## src/ulfc_params.svh

```systemverilog
`ifndef ULFC_PARAMS_SVH
`define ULFC_PARAMS_SVH
// ==========================================================================
// Register map, field positions and reset values.
// ==========================================================================
`define ULFC_ADDR_W        32
`define ULFC_LFC_OFFSET    32'h5000100C
`define ULFC_MLC_OFFSET    32'h50001010
`define ULFC_LFC_RESET     16'h0000
`define ULFC_MLC_RESET     16'h0000
`define ULFC_LFC_MASK      16'h005F
`define ULFC_MLC_MASK      16'h0070
`define ULFC_LEN_LSB       0
`define ULFC_STOP_BIT      2
`define ULFC_PAR_BIT       3
`define ULFC_EVEN_BIT      4
`define ULFC_BRK_BIT       6
`define ULFC_LB_BIT        4
`define ULFC_AFC_BIT       5
`define ULFC_IR_BIT        6
// Bit time in reference clocks and infrared pulse width (3/16 of a bit).
`define ULFC_BIT_CYCLES    16'h0010
`define ULFC_IR_CYCLES     16'h0003
`define ULFC_FIFO_DEPTH    32
`define ULFC_FIFO_AW       5
`endif

```

## src/ulfc_pkg.sv

```systemverilog
package ulfc_pkg;
    // Decoded character format handed between stages.
    typedef struct packed {
        logic [3:0] data_bits;   // Five to eight data bits.
        logic       parity_on;   // Parity bit present.
        logic       even;        // Even parity when set.
        logic [1:0] stop_halves; // Stop length in half bits: 2, 3 or 0 for 4.
    } ulfc_fmt_t;
    // Transmitter sequencer states.
    typedef enum logic [2:0] {TX_IDLE, TX_START, TX_DATA, TX_PAR, TX_STOP} ulfc_tx_t;
    // Receiver sequencer states.
    typedef enum logic [2:0] {RX_IDLE, RX_START, RX_DATA, RX_PAR, RX_STOP} ulfc_rx_t;
endpackage : ulfc_pkg

```

## src/ulfc_fifo.sv

```systemverilog
`timescale 1ns/10ps
`default_nettype none
// ==========================================================================
// Synchronous FIFO with valid/ready on both sides.
// ==========================================================================
module ulfc_fifo #(
    parameter int W  = 8,
    parameter int AW = 5
) (
    input  wire logic          ref_clk,
    input  wire logic          rst_b,
    input  wire logic [W-1:0]  in_data,
    input  wire logic          in_valid,
    output logic               in_ready,
    output logic [W-1:0]       out_data,
    output logic               out_valid,
    input  wire logic          out_ready,
    output logic [AW:0]        level
);
    logic [W-1:0] mem [2**AW];  // Storage words.
    logic [AW:0]  wp_r;         // Write pointer with wrap bit.
    logic [AW:0]  rp_r;         // Read pointer with wrap bit.
    wire push = in_valid && in_ready;
    wire pop  = out_valid && out_ready;
    assign level     = wp_r - rp_r;
    assign in_ready  = level != (AW+1)'(2**AW);
    assign out_valid = level != '0;
    assign out_data  = mem[rp_r[AW-1:0]];
    // Pointers advance on each accepted transfer.
    always_ff @(posedge ref_clk or negedge rst_b)
    begin
        if (!rst_b)
        begin
            wp_r <= '0;
            rp_r <= '0;
        end
        else
        begin
            if (push) wp_r <= wp_r + 1'b1;
            if (pop)  rp_r <= rp_r + 1'b1;
        end
    end
    // Storage is written without reset.
    always_ff @(posedge ref_clk)
    begin
        if (push) mem[wp_r[AW-1:0]] <= in_data;
    end
endmodule : ulfc_fifo
`default_nettype wire

```

## src/ulfc_top.sv

```systemverilog
// The implementer's own choice: strobed register access.
`timescale 1ns/10ps
`default_nettype none
`include "ulfc_params.svh"
// ==========================================================================
// Line format control with a small serial engine.
// ==========================================================================
// Notes on behaviour
// - Break without loopback or infrared mode holds serial output low.
// - Break in infrared mode pulses infrared output.
// - Loopback routes break inward, infrared output low.
// - Parity sense one even, zero odd.
// - Parity enable adds and checks parity bit.
// - Stop bit one, 1.5 or two.
// - Receiver checks only first stop bit.
// - Length code selects five to eight bits.
// - Infrared enable selects pulse encoding.
// - Auto flow needs FIFOs enabled and enable bit.
// - Loopback returns transmit data to receiver.
// - Auto flow raises RTS above receive threshold.
module ulfc_top (
    input  wire logic        ref_clk,
    input  wire logic        rst_b,
    input  wire logic [31:0] reg_addr,
    input  wire logic [15:0] reg_wdata,
    input  wire logic        reg_wr,
    input  wire logic        reg_rd,
    output logic [15:0]      reg_rdata,
    input  wire logic        fifo_on,
    input  wire logic [5:0]  rx_trigger,
    input  wire logic        rts_req,
    input  wire logic [7:0]  tx_data,
    input  wire logic        tx_valid,
    output logic             tx_ready,
    output logic [7:0]       rx_data,
    output logic             rx_valid,
    input  wire logic        rx_ready,
    output logic             rx_frame_err,
    output logic             rx_parity_err,
    input  wire logic        sin,
    input  wire logic        sir_in,
    output logic             sout,
    output logic             sir_out_n,
    output logic             rts_n
);
    logic [15:0] lfc_r;            // Line format control register.
    logic [15:0] mlc_r;            // Modem line control register.
    logic [15:0] rdata_nxt;        // Read data for next cycle.
    ulfc_pkg::ulfc_fmt_t fmt;      // Decoded format.
    logic break_force;             // Break request.
    logic loopback_on;             // Diagnostic loopback.
    logic infrared_mode_on;        // Infrared encoding.
    logic auto_flow_on;            // Effective auto flow.

    // Fold bits into a parity value.
    function automatic logic par_of(input logic [7:0] d, input logic [3:0] n, input logic ev);
        logic p;
        p = 1'b0;
        for (int i = 0; i < 8; i++)
            if (4'(i) < n) p = p ^ d[i];
        // Even sense makes total ones even.
        return ev ? p : ~p;
    endfunction : par_of

    // ======================================================================
    // Register file.
    // ======================================================================
    // Writes keep only defined fields.
    always_ff @(posedge ref_clk or negedge rst_b)
    begin
        if (!rst_b)
        begin
            lfc_r <= `ULFC_LFC_RESET;
            mlc_r <= `ULFC_MLC_RESET;
        end
        else if (reg_wr)
        begin
            if (reg_addr == `ULFC_LFC_OFFSET) lfc_r <= reg_wdata & `ULFC_LFC_MASK;
            if (reg_addr == `ULFC_MLC_OFFSET) mlc_r <= reg_wdata & `ULFC_MLC_MASK;
        end
    end

    // Read mux; unmapped addresses return zero.
    always_comb
    begin
        rdata_nxt = 16'h0000;
        if (reg_rd && reg_addr == `ULFC_LFC_OFFSET) rdata_nxt = lfc_r;
        else if (reg_rd && reg_addr == `ULFC_MLC_OFFSET) rdata_nxt = mlc_r;
    end

    // Read data stands one cycle after the strobe.
    always_ff @(posedge ref_clk or negedge rst_b)
    begin
        if (!rst_b) reg_rdata <= 16'h0000;
        else        reg_rdata <= rdata_nxt;
    end

    // Field decode.
    always_comb
    begin
        break_force      = lfc_r[`ULFC_BRK_BIT];
        loopback_on      = mlc_r[`ULFC_LB_BIT];
        infrared_mode_on = mlc_r[`ULFC_IR_BIT];
        auto_flow_on     = mlc_r[`ULFC_AFC_BIT] && fifo_on;
        fmt.data_bits    = 4'h5 + {2'b00, lfc_r[`ULFC_LEN_LSB+1:`ULFC_LEN_LSB]};
        fmt.parity_on    = lfc_r[`ULFC_PAR_BIT];
        fmt.even         = lfc_r[`ULFC_EVEN_BIT];
        if (!lfc_r[`ULFC_STOP_BIT])                   fmt.stop_halves = 2'h2;
        else if (lfc_r[1:0] == 2'b00)                 fmt.stop_halves = 2'h3;
        else                                          fmt.stop_halves = 2'h0; // Zero means four.
    end

    // ======================================================================
    // Transmit path: FIFO then serialiser.
    // ======================================================================
    logic [7:0] txf_data;   // Head of transmit FIFO.
    logic       txf_valid;  // Head valid.
    logic       txf_pop;    // Serialiser takes a word.
    ulfc_fifo #(.W(8), .AW(`ULFC_FIFO_AW)) u_txf (
        .ref_clk(ref_clk), .rst_b(rst_b),
        .in_data(tx_data), .in_valid(tx_valid), .in_ready(tx_ready),
        .out_data(txf_data), .out_valid(txf_valid), .out_ready(txf_pop), .level());

    ulfc_pkg::ulfc_tx_t tx_st_r;   // Transmit state.
    logic [15:0] tx_cnt_r;         // Cycles within current bit.
    logic [3:0]  tx_idx_r;         // Data bit index or stop half count.
    logic [7:0]  tx_sh_r;          // Word being sent.
    logic        tx_line_r;        // Raw serial level.
    assign txf_pop = (tx_st_r == ulfc_pkg::TX_IDLE) && txf_valid;
    wire tx_bit_end = tx_cnt_r == `ULFC_BIT_CYCLES - 16'h0001;
    wire tx_half_end = tx_cnt_r == (`ULFC_BIT_CYCLES >> 1) - 16'h0001;

    // Serialiser: start, data, optional parity, stop halves.
    always_ff @(posedge ref_clk or negedge rst_b)
    begin
        if (!rst_b)
        begin
            tx_st_r <= ulfc_pkg::TX_IDLE;
            tx_cnt_r <= 16'h0000;
            tx_idx_r <= 4'h0;
            tx_sh_r <= 8'h00;
            tx_line_r <= 1'b1;
        end
        else
        begin
            tx_cnt_r <= tx_bit_end ? 16'h0000 : tx_cnt_r + 16'h0001;
            unique case (tx_st_r)
                ulfc_pkg::TX_IDLE:
                begin
                    tx_line_r <= 1'b1;
                    if (txf_valid)
                    begin
                        tx_sh_r <= txf_data;
                        tx_st_r <= ulfc_pkg::TX_START;
                        tx_cnt_r <= 16'h0000;
                        tx_line_r <= 1'b0;
                    end
                end
                ulfc_pkg::TX_START:
                    if (tx_bit_end)
                    begin
                        tx_cnt_r <= 16'h0000;
                        tx_idx_r <= 4'h1;
                        tx_line_r <= tx_sh_r[0];
                        tx_st_r <= ulfc_pkg::TX_DATA;
                    end
                ulfc_pkg::TX_DATA:
                    if (tx_bit_end)
                    begin
                        tx_cnt_r <= 16'h0000;
                        tx_idx_r <= tx_idx_r + 4'h1;
                        if (tx_idx_r < fmt.data_bits)
                            tx_line_r <= tx_sh_r[tx_idx_r[2:0]];
                        else if (fmt.parity_on)
                        begin
                            tx_line_r <= par_of(tx_sh_r, fmt.data_bits, fmt.even);
                            tx_st_r <= ulfc_pkg::TX_PAR;
                        end
                        else
                        begin
                            tx_line_r <= 1'b1;
                            tx_idx_r <= 4'h0;
                            tx_st_r <= ulfc_pkg::TX_STOP;
                        end
                    end
                ulfc_pkg::TX_PAR:
                    if (tx_bit_end)
                    begin
                        tx_cnt_r <= 16'h0000;
                        tx_idx_r <= 4'h0;
                        tx_line_r <= 1'b1;
                        tx_st_r <= ulfc_pkg::TX_STOP;
                    end
                ulfc_pkg::TX_STOP:
                    if (tx_half_end)
                    begin
                        tx_cnt_r <= 16'h0000;
                        tx_idx_r <= tx_idx_r + 4'h1;
                        if (tx_idx_r[1:0] + 2'h1 == fmt.stop_halves)
                            tx_st_r <= ulfc_pkg::TX_IDLE;
                    end
                default: tx_st_r <= ulfc_pkg::TX_IDLE;
            endcase
        end
    end

    // ======================================================================
    // Pin drive: break, loopback and infrared encoding.
    // ======================================================================
    logic tx_eff;   // Transmit level after break.
    logic ir_pulse; // Infrared pulse window within bit.
    assign tx_eff = tx_line_r & ~break_force;
    assign ir_pulse = tx_cnt_r < `ULFC_IR_CYCLES;

    // Outputs registered; loopback parks the pins.
    always_ff @(posedge ref_clk or negedge rst_b)
    begin
        if (!rst_b)
        begin
            sout <= 1'b1;
            sir_out_n <= 1'b0;
        end
        else
        begin
            // Normal output forced low by break outside loopback and infrared mode.
            sout <= loopback_on | infrared_mode_on | tx_eff;
            if (loopback_on || !infrared_mode_on)
                sir_out_n <= 1'b0;
            else
                sir_out_n <= ~tx_eff & ir_pulse;
        end
    end

    // ======================================================================
    // Receive path.
    // ======================================================================
    logic rx_in; // Selected receive level, break looped when in loopback.
    assign rx_in = loopback_on ? tx_eff : (infrared_mode_on ? ~sir_in : sin);

    ulfc_pkg::ulfc_rx_t rx_st_r; // Receive state.
    logic [15:0] rx_cnt_r;       // Cycles within bit.
    logic [3:0]  rx_idx_r;       // Data bit index.
    logic [7:0]  rx_sh_r;        // Assembled word.
    logic        rx_perr_r;      // Parity error of current word.
    logic        rx_push;        // Word complete.
    logic [`ULFC_FIFO_AW:0] rx_level; // Receive FIFO fill.
    logic        rx_room;        // Receive FIFO ready.
    wire rx_mid = rx_cnt_r == (`ULFC_BIT_CYCLES >> 1) - 16'h0001;
    wire rx_end = rx_cnt_r == `ULFC_BIT_CYCLES - 16'h0001;

    // Deserialiser sampling mid-bit.
    always_ff @(posedge ref_clk or negedge rst_b)
    begin
        if (!rst_b)
        begin
            rx_st_r <= ulfc_pkg::RX_IDLE;
            rx_cnt_r <= 16'h0000;
            rx_idx_r <= 4'h0;
            rx_sh_r <= 8'h00;
            rx_perr_r <= 1'b0;
            rx_push <= 1'b0;
            rx_frame_err <= 1'b0;
            rx_parity_err <= 1'b0;
        end
        else
        begin
            rx_push <= 1'b0;
            rx_cnt_r <= rx_end ? 16'h0000 : rx_cnt_r + 16'h0001;
            unique case (rx_st_r)
                ulfc_pkg::RX_IDLE:
                begin
                    rx_cnt_r <= 16'h0000;
                    if (!rx_in) rx_st_r <= ulfc_pkg::RX_START;
                end
                ulfc_pkg::RX_START:
                    if (rx_mid)
                    begin
                        rx_idx_r <= 4'h0;
                        rx_sh_r <= 8'h00;
                        rx_st_r <= rx_in ? ulfc_pkg::RX_IDLE : ulfc_pkg::RX_DATA;
                    end
                ulfc_pkg::RX_DATA:
                    if (rx_mid)
                    begin
                        rx_sh_r[rx_idx_r[2:0]] <= rx_in;
                        rx_idx_r <= rx_idx_r + 4'h1;
                        if (rx_idx_r + 4'h1 == fmt.data_bits)
                            rx_st_r <= fmt.parity_on ? ulfc_pkg::RX_PAR : ulfc_pkg::RX_STOP;
                    end
                ulfc_pkg::RX_PAR:
                    if (rx_mid)
                    begin
                        rx_perr_r <= rx_in != par_of(rx_sh_r, fmt.data_bits, fmt.even);
                        rx_st_r <= ulfc_pkg::RX_STOP;
                    end
                ulfc_pkg::RX_STOP:
                    if (rx_mid)
                    begin
                        // Only the first stop bit is checked.
                        rx_frame_err <= !rx_in;
                        rx_parity_err <= rx_perr_r & fmt.parity_on;
                        rx_perr_r <= 1'b0;
                        rx_push <= 1'b1;
                        rx_st_r <= ulfc_pkg::RX_IDLE;
                    end
                default: rx_st_r <= ulfc_pkg::RX_IDLE;
            endcase
        end
    end

    logic [7:0] rxf_data;  // Receive FIFO head.
    logic       rxf_valid; // Receive FIFO head valid.
    // Words arriving to a full FIFO are dropped.
    ulfc_fifo #(.W(8), .AW(`ULFC_FIFO_AW)) u_rxf (
        .ref_clk(ref_clk), .rst_b(rst_b),
        .in_data(rx_sh_r), .in_valid(rx_push), .in_ready(rx_room),
        .out_data(rxf_data), .out_valid(rxf_valid), .out_ready(rx_ready && !rx_valid),
        .level(rx_level));

    // Output stage register for received words.
    always_ff @(posedge ref_clk or negedge rst_b)
    begin
        if (!rst_b)
        begin
            rx_valid <= 1'b0;
            rx_data <= 8'h00;
        end
        else if (rx_valid)
            rx_valid <= 1'b0;
        else if (rxf_valid && rx_ready)
        begin
            rx_valid <= 1'b1;
            rx_data <= rxf_data;
        end
    end

    // RTS: held high in loopback; gated by threshold under auto flow.
    always_ff @(posedge ref_clk or negedge rst_b)
    begin
        if (!rst_b) rts_n <= 1'b1;
        else if (loopback_on) rts_n <= 1'b1;
        else rts_n <= ~rts_req | (auto_flow_on && (rx_level > rx_trigger));
    end

    a_rts_gate: assert property (@(posedge ref_clk) disable iff (!rst_b)
        (auto_flow_on && !loopback_on && rx_level > rx_trigger) |=> rts_n)
        else $error("rts not raised above threshold");
    a_break_low: assert property (@(posedge ref_clk) disable iff (!rst_b)
        (break_force && !loopback_on && !infrared_mode_on) |=> !sout)
        else $error("break did not hold sout low");
    a_loop_ir_low: assert property (@(posedge ref_clk) disable iff (!rst_b)
        loopback_on |=> !sir_out_n)
        else $error("infrared output not low in loopback");
    a_loop_sout_hi: assert property (@(posedge ref_clk) disable iff (!rst_b)
        loopback_on |=> sout)
        else $error("sout not parked in loopback");
    a_flow_off: assert property (@(posedge ref_clk) disable iff (!rst_b)
        (!fifo_on && !loopback_on && rts_req) |=> !rts_n)
        else $error("auto flow active without fifos");
    a_reserved_zero: assert property (@(posedge ref_clk) disable iff (!rst_b)
        ((lfc_r & ~`ULFC_LFC_MASK) == 16'h0000) && ((mlc_r & ~`ULFC_MLC_MASK) == 16'h0000))
        else $error("reserved bit set");
    a_ir_pulse: assert property (@(posedge ref_clk) disable iff (!rst_b)
        (break_force && infrared_mode_on && !loopback_on && tx_cnt_r == 16'h0000) |=> sir_out_n)
        else $error("infrared break not pulsing");
    a_no_parity: assert property (@(posedge ref_clk) disable iff (!rst_b)
        !fmt.parity_on |-> tx_st_r != ulfc_pkg::TX_PAR)
        else $error("parity sent while disabled");
    c_break: cover property (@(posedge ref_clk) break_force && !sout);
    c_rx_word: cover property (@(posedge ref_clk) rx_valid);
    c_rts_high: cover property (@(posedge ref_clk) auto_flow_on && rts_n);
endmodule : ulfc_top
`default_nettype wire
```

## config.mk

```make
export PLATFORM = sky130hd
export DESIGN_NAME = ulfc_top
export DESIGN_NICKNAME = d
export VERILOG_FILES = /design/src/ulfc_pkg.sv /design/src/ulfc_fifo.sv /design/src/ulfc_top.sv
export VERILOG_INCLUDE_DIRS = /design/src
export SDC_FILE = /design/constraint.sdc
export NUM_CORES = 1
export LEC_CHECK = 0
export ABC_AREA = 1
export BUFFER_PORTS_ARGS = -buffer_cell sky130_fd_sc_hd__buf_2
export CAP_MARGIN = 20
export CORE_MARGIN = 1
export CORE_UTILIZATION = 40
export CTS_BUF_LIST = sky130_fd_sc_hd__clkbuf_16
export DETAILED_ROUTE_END_ITERATION = 12
export PLACE_DENSITY = 0.55
export SETUP_SLACK_MARGIN = 0.05
export SLEW_MARGIN = 25
export SYNTH_ARGS = -nofsm -noshare
export SYNTH_HDL_FRONTEND = slang
export SYNTH_SLANG_ARGS = --single-unit
```

## constraint.sdc

```tcl
create_clock -name ref_clk -period 3.1 [get_ports ref_clk]
set_clock_uncertainty 0.1 [all_clocks]
set_input_delay 0.155 -clock ref_clk [delete_from_list [all_inputs] [get_ports ref_clk]]
set_output_delay 0.155 -clock ref_clk [all_outputs]
set_load 0.01 [all_outputs]
```

==> reports/metrics.cfg, run 1 <==
[global_route]
antenna_found_initial = 0
gr-total-overflow = 0
grt_pass1_wl_um = 108000
grt_max_degree = 107
gr-usage-all-layers_pct = 19.9
grt_pass1_vias = 18900

[timing]
period_minus_slack_ns = 2.92
worst_pin_slew_ns = 0.985
fin_hold_ws_ns = 0.0259
fin_ws_ns = 0.177
finalMaxSlewViolations = 0
hold_viol = 0
rsz0062_at_grt = true
relSlewSlack_pct = 34.2
post-route-period-util_pct = 94.3
setup_viol = 0
fmax_mhz = 342

[critical_path]
worst-path-buf-inv = 3
path_class = register to register
critPathArrivalTime_ns = 3.05
rr_startpoint = u_rxf.wp_r[0]
cp.required_ns = 3.23
cp_num_cells = 13
slowest_stage = nor3_2
ff2ff_path_depth = 13
critPathTopFamily = simple AND/OR/NAND/NOR gates
crit_path_end_kind = register
cpPeakStageDelay_ns = 0.50
worstPathMaxFanout = 9
setup.worst_path.start = u_rxf.wp_r[0]
path_cells = inv_1, ha_1, inv_1, fa_1, nand3_1, nand2_1, xnor2_1, nand3_1, nor2_1, nand2_1, nand2_4, buf_4, nor3_2
critPathLaunchType = register

[logic_synthesis]
synthSimpleGateAreaFrac_pct = 15.3
yosys.cell_types.count = 56
synth_edf_count = 512
synth_most_common_cell = edfxtp_1
synth_seq_cells = 631
synth_mux_area_share_pct = 0
synth_top_family_by_area = simple AND/OR/NAND/NOR gates
synthAdderAreaFrac_pct = 1.75
synth-xor-area-share_pct = 1.78
synth_area_sq_um = 27600
syn_avg_cell_area_sq_um = 11.3
async_reset_ff_share_pct = 18.9
synthTopCellsByArea = edfxtp_1 (56%), dfrtp_1 (11%), nor2_1 (6.0%), o21ai_0 (5.6%), nand3_1 (3.2%)
synth_top_cell_by_area = edfxtp_1
seq_area_frac_synth_pct = 66.5
synthFlopType = edfxtp_1
synth_top_area_share_pct = 55.7
synth_warnings = 0
netlist_instances = 2443
ys_top_cells_by_count = edfxtp_1 (512), nor2_1 (438), o21ai_0 (311)
synth_compound_area_share_pct = 10.6

[clock_tree]
cts_max_path_buffers = 3
cts_tree = yes
clkSinkCount = 631
cts_setup_buffers = 0
cts_buffers = 69
clk_latency_ns = 0.62
htree_num_levels = 3
cts_root_buf = clkbuf_16
cts.reportedPaths.clkPinSlew_ns = 0.06

[place]
dp_hpwl_um = 42700
io_buffer_count = 84
gp_congestion = 0.820
dp.cells = 3352
dp_slack_ns = -0.277

[cells_and_area]
nets = 2699
seq_area_sq_um = 18400
area_delta_synth_final_pct = 16.6
multi_input_area_sq_um = 8490
diodes = 0
drive_gt1_share_pct = 14.3
num-fill-cells = 6106
fin_cells = 3519

[floorplan]
io-pin-count = 103
dieArea_sq_um = 70100
design.core.area_sq_um = 67800
std_cell_rows = 95
die_w_um = 265
initial_utilization_pct = 40.8
die_h_um = 265

[routing]
drt-total-wl_um = 69300
dr.pass1.iters = 7
antenna_left = 0
vias = 19000
post_drt_wl_per_cell_um = 19.7
avgViaCountPerCell = 5.40
route.detailed.drc = 0
drt_iter0_drc = 1559

[run]
cap_violations = 0

[status]
status = complete, no violations

[power]
vdd_drop_max_uv = 430
cellLeakagePower_uw = 0.0117
powerDensity_nw_per_um2 = 742

[worst_hold_path]
min_path_type = input pin to async pin

[worst register-to-register path, stage by stage, from the launching register on]
cell     delay (ns)
dfrtp_1        0.37
inv_1          0.07
ha_1           0.13
inv_1          0.08
fa_1           0.41
nand3_1        0.10
nand2_1        0.07
xnor2_1        0.16
nand3_1        0.08
nor2_1         0.05
nand2_1        0.09
nand2_4        0.12
buf_4          0.22
nor3_2         0.50
[cell usage in the layout (no fill, tap or decap), drive strengths merged, types with 56 or more instances in the layout]
cell      n
edfxtp  512
nor2    446
o21ai   326
nand2   237
nand3   180
buf     162
inv     130
dfrtp   116
clkbuf   71
o211ai   71
o221ai   60
nor3     56
[per-stage QoR]
stage	cell area, sq um	utilization (%)	TNS (ns)	power (uW)
finish	32200	47.5	0	23900
floorplan	27700	-	-25.07	13600
detailed placement	29200	43.1	-38.03	15600
global placement	29200	43.1	-11.13	15500
CTS	32100	47.4	0	24100
global route	32200	47.5	-0.438	25000
[state kept, by name (all words and copies together) (netlist names), 3 cells and up]
name,flops
u_txf.wp_r,6
u_txf.rp_r,6
rx_data,8
rx_idx_r,4
u_rxf.mem,256
tx_idx_r,4
lfc_r,6
tx_st_r,3
u_rxf.rp_r,6
u_rxf.wp_r,6
tx_sh_r,8
mlc_r,3
rx_st_r,3
rx_cnt_r,16
u_txf.mem,256
reg_rdata,7
rx_sh_r,8
tx_cnt_r,16
[metal layers]
layer | up-vias | share of wire [%] | global-route usage [%]
met3 | 113 | 4.9 | 3.03
met2 | 534 | 49 | 33.9
met4 | 0 | 2.8 | 6.61
li1 | 9039 | - | -
met5 | - | 0 | 0
met1 | 9325 | 43 | 26.0
[layout make-up]
type | count | area share (%)
Clock buffer | 71 | 5.52
Clock inverter | 57 | 1.71
Inverter | 123 | 1.44
Multi-Input combinational cell | 1563 | 26.4
Sequential cell | 631 | 57.0
Tap cell | 873 | 3.39
Timing Repair Buffer | 201 | 4.55
[power breakdown]
group / switching, uW / leakage, uW / internal (uW)
Sequential: 159 / 0.00616 / 9700
Combinational: 3880 / 0.00430 / 1760
Clock: 3430 / 0.00119 / 4960
[cell families after synthesis]
group	after synthesis
other cells	1
simple gates	965
fa+ha+maj	38
buf+inv	257
xor+xnor	56
flops	631
compound gates	495
[path summary, 6_finish.rpt]
check	endpoint	slack, ns
min in group ref_clk	u_txf.mem[15][5]	0.03
max in group asynchronous	u_txf.rp_r[0]	1.93
max	u_rxf.mem[3][6]	0.18
max reg2reg	u_rxf.mem[3][6]	0.18
min reg2reg	rx_cnt_r[0]	0.36
min	rx_valid	0.03
[timing repair]
item                                    4_1_cts  5_1_grt
endpoints found under the hold margin        94        0
endpoints found under the setup margin      232      243
resized for setup                            29       20
hold buffers                                 39        0
(Power assumes the default switching activity.)
==> inputs of run 2 (changes only) <==
--- a/config.mk
+++ b/config.mk
@@ -7,13 +7,13 @@
 export NUM_CORES = 1
 export LEC_CHECK = 0
 export ABC_AREA = 1
-export BUFFER_PORTS_ARGS = -buffer_cell sky130_fd_sc_hd__buf_2
 export CAP_MARGIN = 20
 export CORE_MARGIN = 1
 export CORE_UTILIZATION = 40
 export CTS_BUF_LIST = sky130_fd_sc_hd__clkbuf_16
 export DETAILED_ROUTE_END_ITERATION = 12
-export PLACE_DENSITY = 0.55
+export DONT_BUFFER_PORTS = 1
+export PLACE_DENSITY = 0.53
 export SETUP_SLACK_MARGIN = 0.05
 export SLEW_MARGIN = 25
 export SYNTH_ARGS = -nofsm -noshare
==> reports/metrics.cfg, run 2 (synthesized netlist as in run 1, its figures left out) <==
[place]
dp_hpwl_um = 41700  ; was 42700 um
io_buffer_count = 0  ; was 84
gp_congestion = 0.879  ; was 0.820
dp_slack_ns = -0.218  ; was -0.277 ns

[critical_path]
critPathArrivalTime_ns = 3.32  ; was 3.05 ns
crit_path_end_kind = register  ; unchanged
r2r_slack_ns = 0.22  ; was 0.18 ns
rr_startpoint = u_rxf.wp_r[0]  ; unchanged
slowest_stage = o211ai_1  ; was nor3_2
worstPathMaxFanout = 2  ; was 9
reg2reg_to = rts_n  ; was u_rxf.mem[3][6]
ff2ff_path_depth = 13  ; unchanged
cp.required_ns = 3.53  ; was 3.23 ns
critPathLaunchType = register  ; unchanged
cpPeakStageDelay_ns = 0.49  ; was 0.50 ns
path_cells = inv_1, ha_1, inv_1, fa_1, nand3_1, nand2_1, xnor2_1, inv_1, ha_1, nand2_1, o211ai_1, nand4_1, nand3_2  ; was inv_1, ha_1, inv_1, fa_1, nand3_1, nand2_1, xnor2_1, nand3_1, nor2_1, nand2_1, nand2_4, buf_4, nor3_2
path_common_cell = inv_1
path_class = register to register  ; unchanged

[cells_and_area]
drive_gt1_share_pct = 11.6  ; was 14.3%
nets = 2636  ; was 2699
fin_util_pct = 47.0  ; was 47.5%
area_delta_synth_final_pct = 15.4  ; was 16.6%
layout_commonest_cell = edfxtp_1  ; unchanged
most-common-layout-cells = edfxtp_1 (512), nor2_1 (406), o21ai_0 (310), nand2_1 (226), nand3_1 (176)  ; was edfxtp_1 (512), nor2_1 (414), o21ai_0 (311), nand2_1 (226), nand3_1 (178)

[power]
powerDensity_nw_per_um2 = 730  ; was 742 nW/um^2
cellLeakagePower_uw = 0.0112  ; was 0.0117 uW
vdd_drop_max_uv = 583  ; was 430 uV

[routing]
vias = 18900  ; was 19000
post_drt_wl_per_cell_um = 20.1  ; was 19.7 um
drt-total-wl_um = 69300  ; about the same
route.detailed.drc = 0  ; unchanged
antenna_left = 0  ; unchanged
avgViaCountPerCell = 5.47  ; was 5.40
dr.pass1.iters = 6  ; was 7
drt_iter0_drc = 1716  ; was 1559

[clock_tree]
cts_root_buf = clkbuf_16  ; unchanged
clk_latency_ns = 0.60  ; was 0.62 ns
cts_tree = yes  ; unchanged
htree_num_levels = 3  ; unchanged
cts.reportedPaths.clkPinSlew_ns = 0.06  ; about the same
cts_buffers = 70  ; was 69
clkSinkCount = 631  ; unchanged
cts_max_path_buffers = 3  ; unchanged

[timing]
period_minus_slack_ns = 2.88  ; was 2.92 ns
finalMaxSlewViolations = 0  ; unchanged
rsz0062_at_grt = true  ; unchanged
post-route-period-util_pct = 93.0  ; was 94.3%
fmax_mhz = 347  ; was 342 MHz
worst_pin_slew_ns = 0.823  ; was 0.985 ns
relSlewSlack_pct = 45.2  ; was 34.2%
fin_ws_ns = 0.218  ; was 0.177 ns
fin_hold_ws_ns = 0.0377  ; was 0.0259 ns
hold_viol = 0  ; unchanged
setup_viol = 0  ; unchanged
finalSetupTns_ns = 0  ; unchanged

[status]
status = complete, no violations  ; unchanged

[floorplan]
dieArea_sq_um = 70100  ; unchanged
design.core.area_sq_um = 67800  ; unchanged
std_cell_rows = 95  ; unchanged
die_h_um = 265  ; unchanged
initial_utilization_pct = 40.8  ; unchanged
io-pin-count = 103  ; unchanged
die_w_um = 265  ; unchanged

[global_route]
gr-usage-all-layers_pct = 19.9  ; about the same
grt_pass1_vias = 18800  ; was 18900
grt_pass1_wl_um = 108000  ; about the same
grt_max_degree = 131  ; was 107
antenna_found_initial = 1  ; was 0
gr-total-overflow = 0  ; unchanged

[worst_hold_path]
min_path_type = input pin to async pin  ; unchanged

[run]
cap_violations = 0  ; unchanged

run 2: cell count changes in the layout (fill, tap and decap cells not counted), sizes merged:
cell | previous run | this run
bufinv | 9 | 1
clkinv | 41 | 39
dlygate4sd3 | 39 | 47
clkinvlp | 0 | 6
buf | 162 | 90
diode | 0 | 1
run 2: routing by layer:
| layer | GRT usage [%] | routed length (um) | vias to the layer above |
|---|---|---|---|
| met3 | 2.98 | 2880 | 118 |
| met5 | 0 | 0 | - |
| li1 | - | - | 8921 |
| met2 | 33.8 | 34000 | 453 |
| met4 | 5.91 | 1650 | 0 |
| met1 | 26.4 | 30800 | 9375 |
run 2: area by class of cell:
cell class	count	area, sq um
fill	6164	35900
sequential	631	18400
multi-input combinational	1563	8480
clock buffer	71	1780
timing repair buffer	137	1350
tap	873	1090
inverter	123	468
clock inverter	53	327
antenna	1	2.50
run 2: power by group:
| group | total (uW) | switching [uW] | internal, uW |
|---|---|---|---|
| combinational | 5720 | 3940 | 1790 |
| sequential | 9910 | 207 | 9700 |
| clock | 7630 | 3360 | 4270 |
| total | 23300 | 7500 | 15800 |
run 2: worst max-delay path by stage:
stage | start | endpoint | slack, ns
2_1_floorplan | u_rxf.rp_r[3] | u_rxf.mem[12][0] | -0.10
3_3_place_gp | u_rxf.wp_r[0] | u_rxf.mem[13][5] | -0.05
3_5_place_dp | u_rxf.wp_r[0] | u_rxf.mem[12][0] | -0.22
4_1_cts | u_rxf.wp_r[0] | u_rxf.mem[3][1] | -0.05
5_1_grt | u_txf.wp_r[1] | u_txf.mem[9][7] | -0.02
6_report | u_rxf.wp_r[0] | rts_n | 0.22
run 2: worst max-delay path: cells and delay by family (launching register included):
kind / cells / cell delay [ns]
DFF: 1 / 0.38
and+or+nand+nor: 5 / 0.58
xor gates and xnor gates: 1 / 0.22
buffers and inverters: 3 / 0.22
adders and majority gates: 3 / 0.81
AOI/OAI and AO/OA: 1 / 0.49
run 2: stage by stage:
step	std cells	power [uW]	instance area, sq um
after floorplan	2451	13600	27700
after global placement	3269	15500	28800
after detailed placement	3269	15500	28800
after CTS	3449	23400	31700
after global routing	3452	24400	31900
final	3452	23300	31900
run 2: what timing repair did:
item	CTS	global route
setup buffers	0	2
hold buffers	56	0
hold endpoints to repair	413	0
endpoints found under the setup margin	184	241
gates resized for setup	17	35
pin swaps	0	6
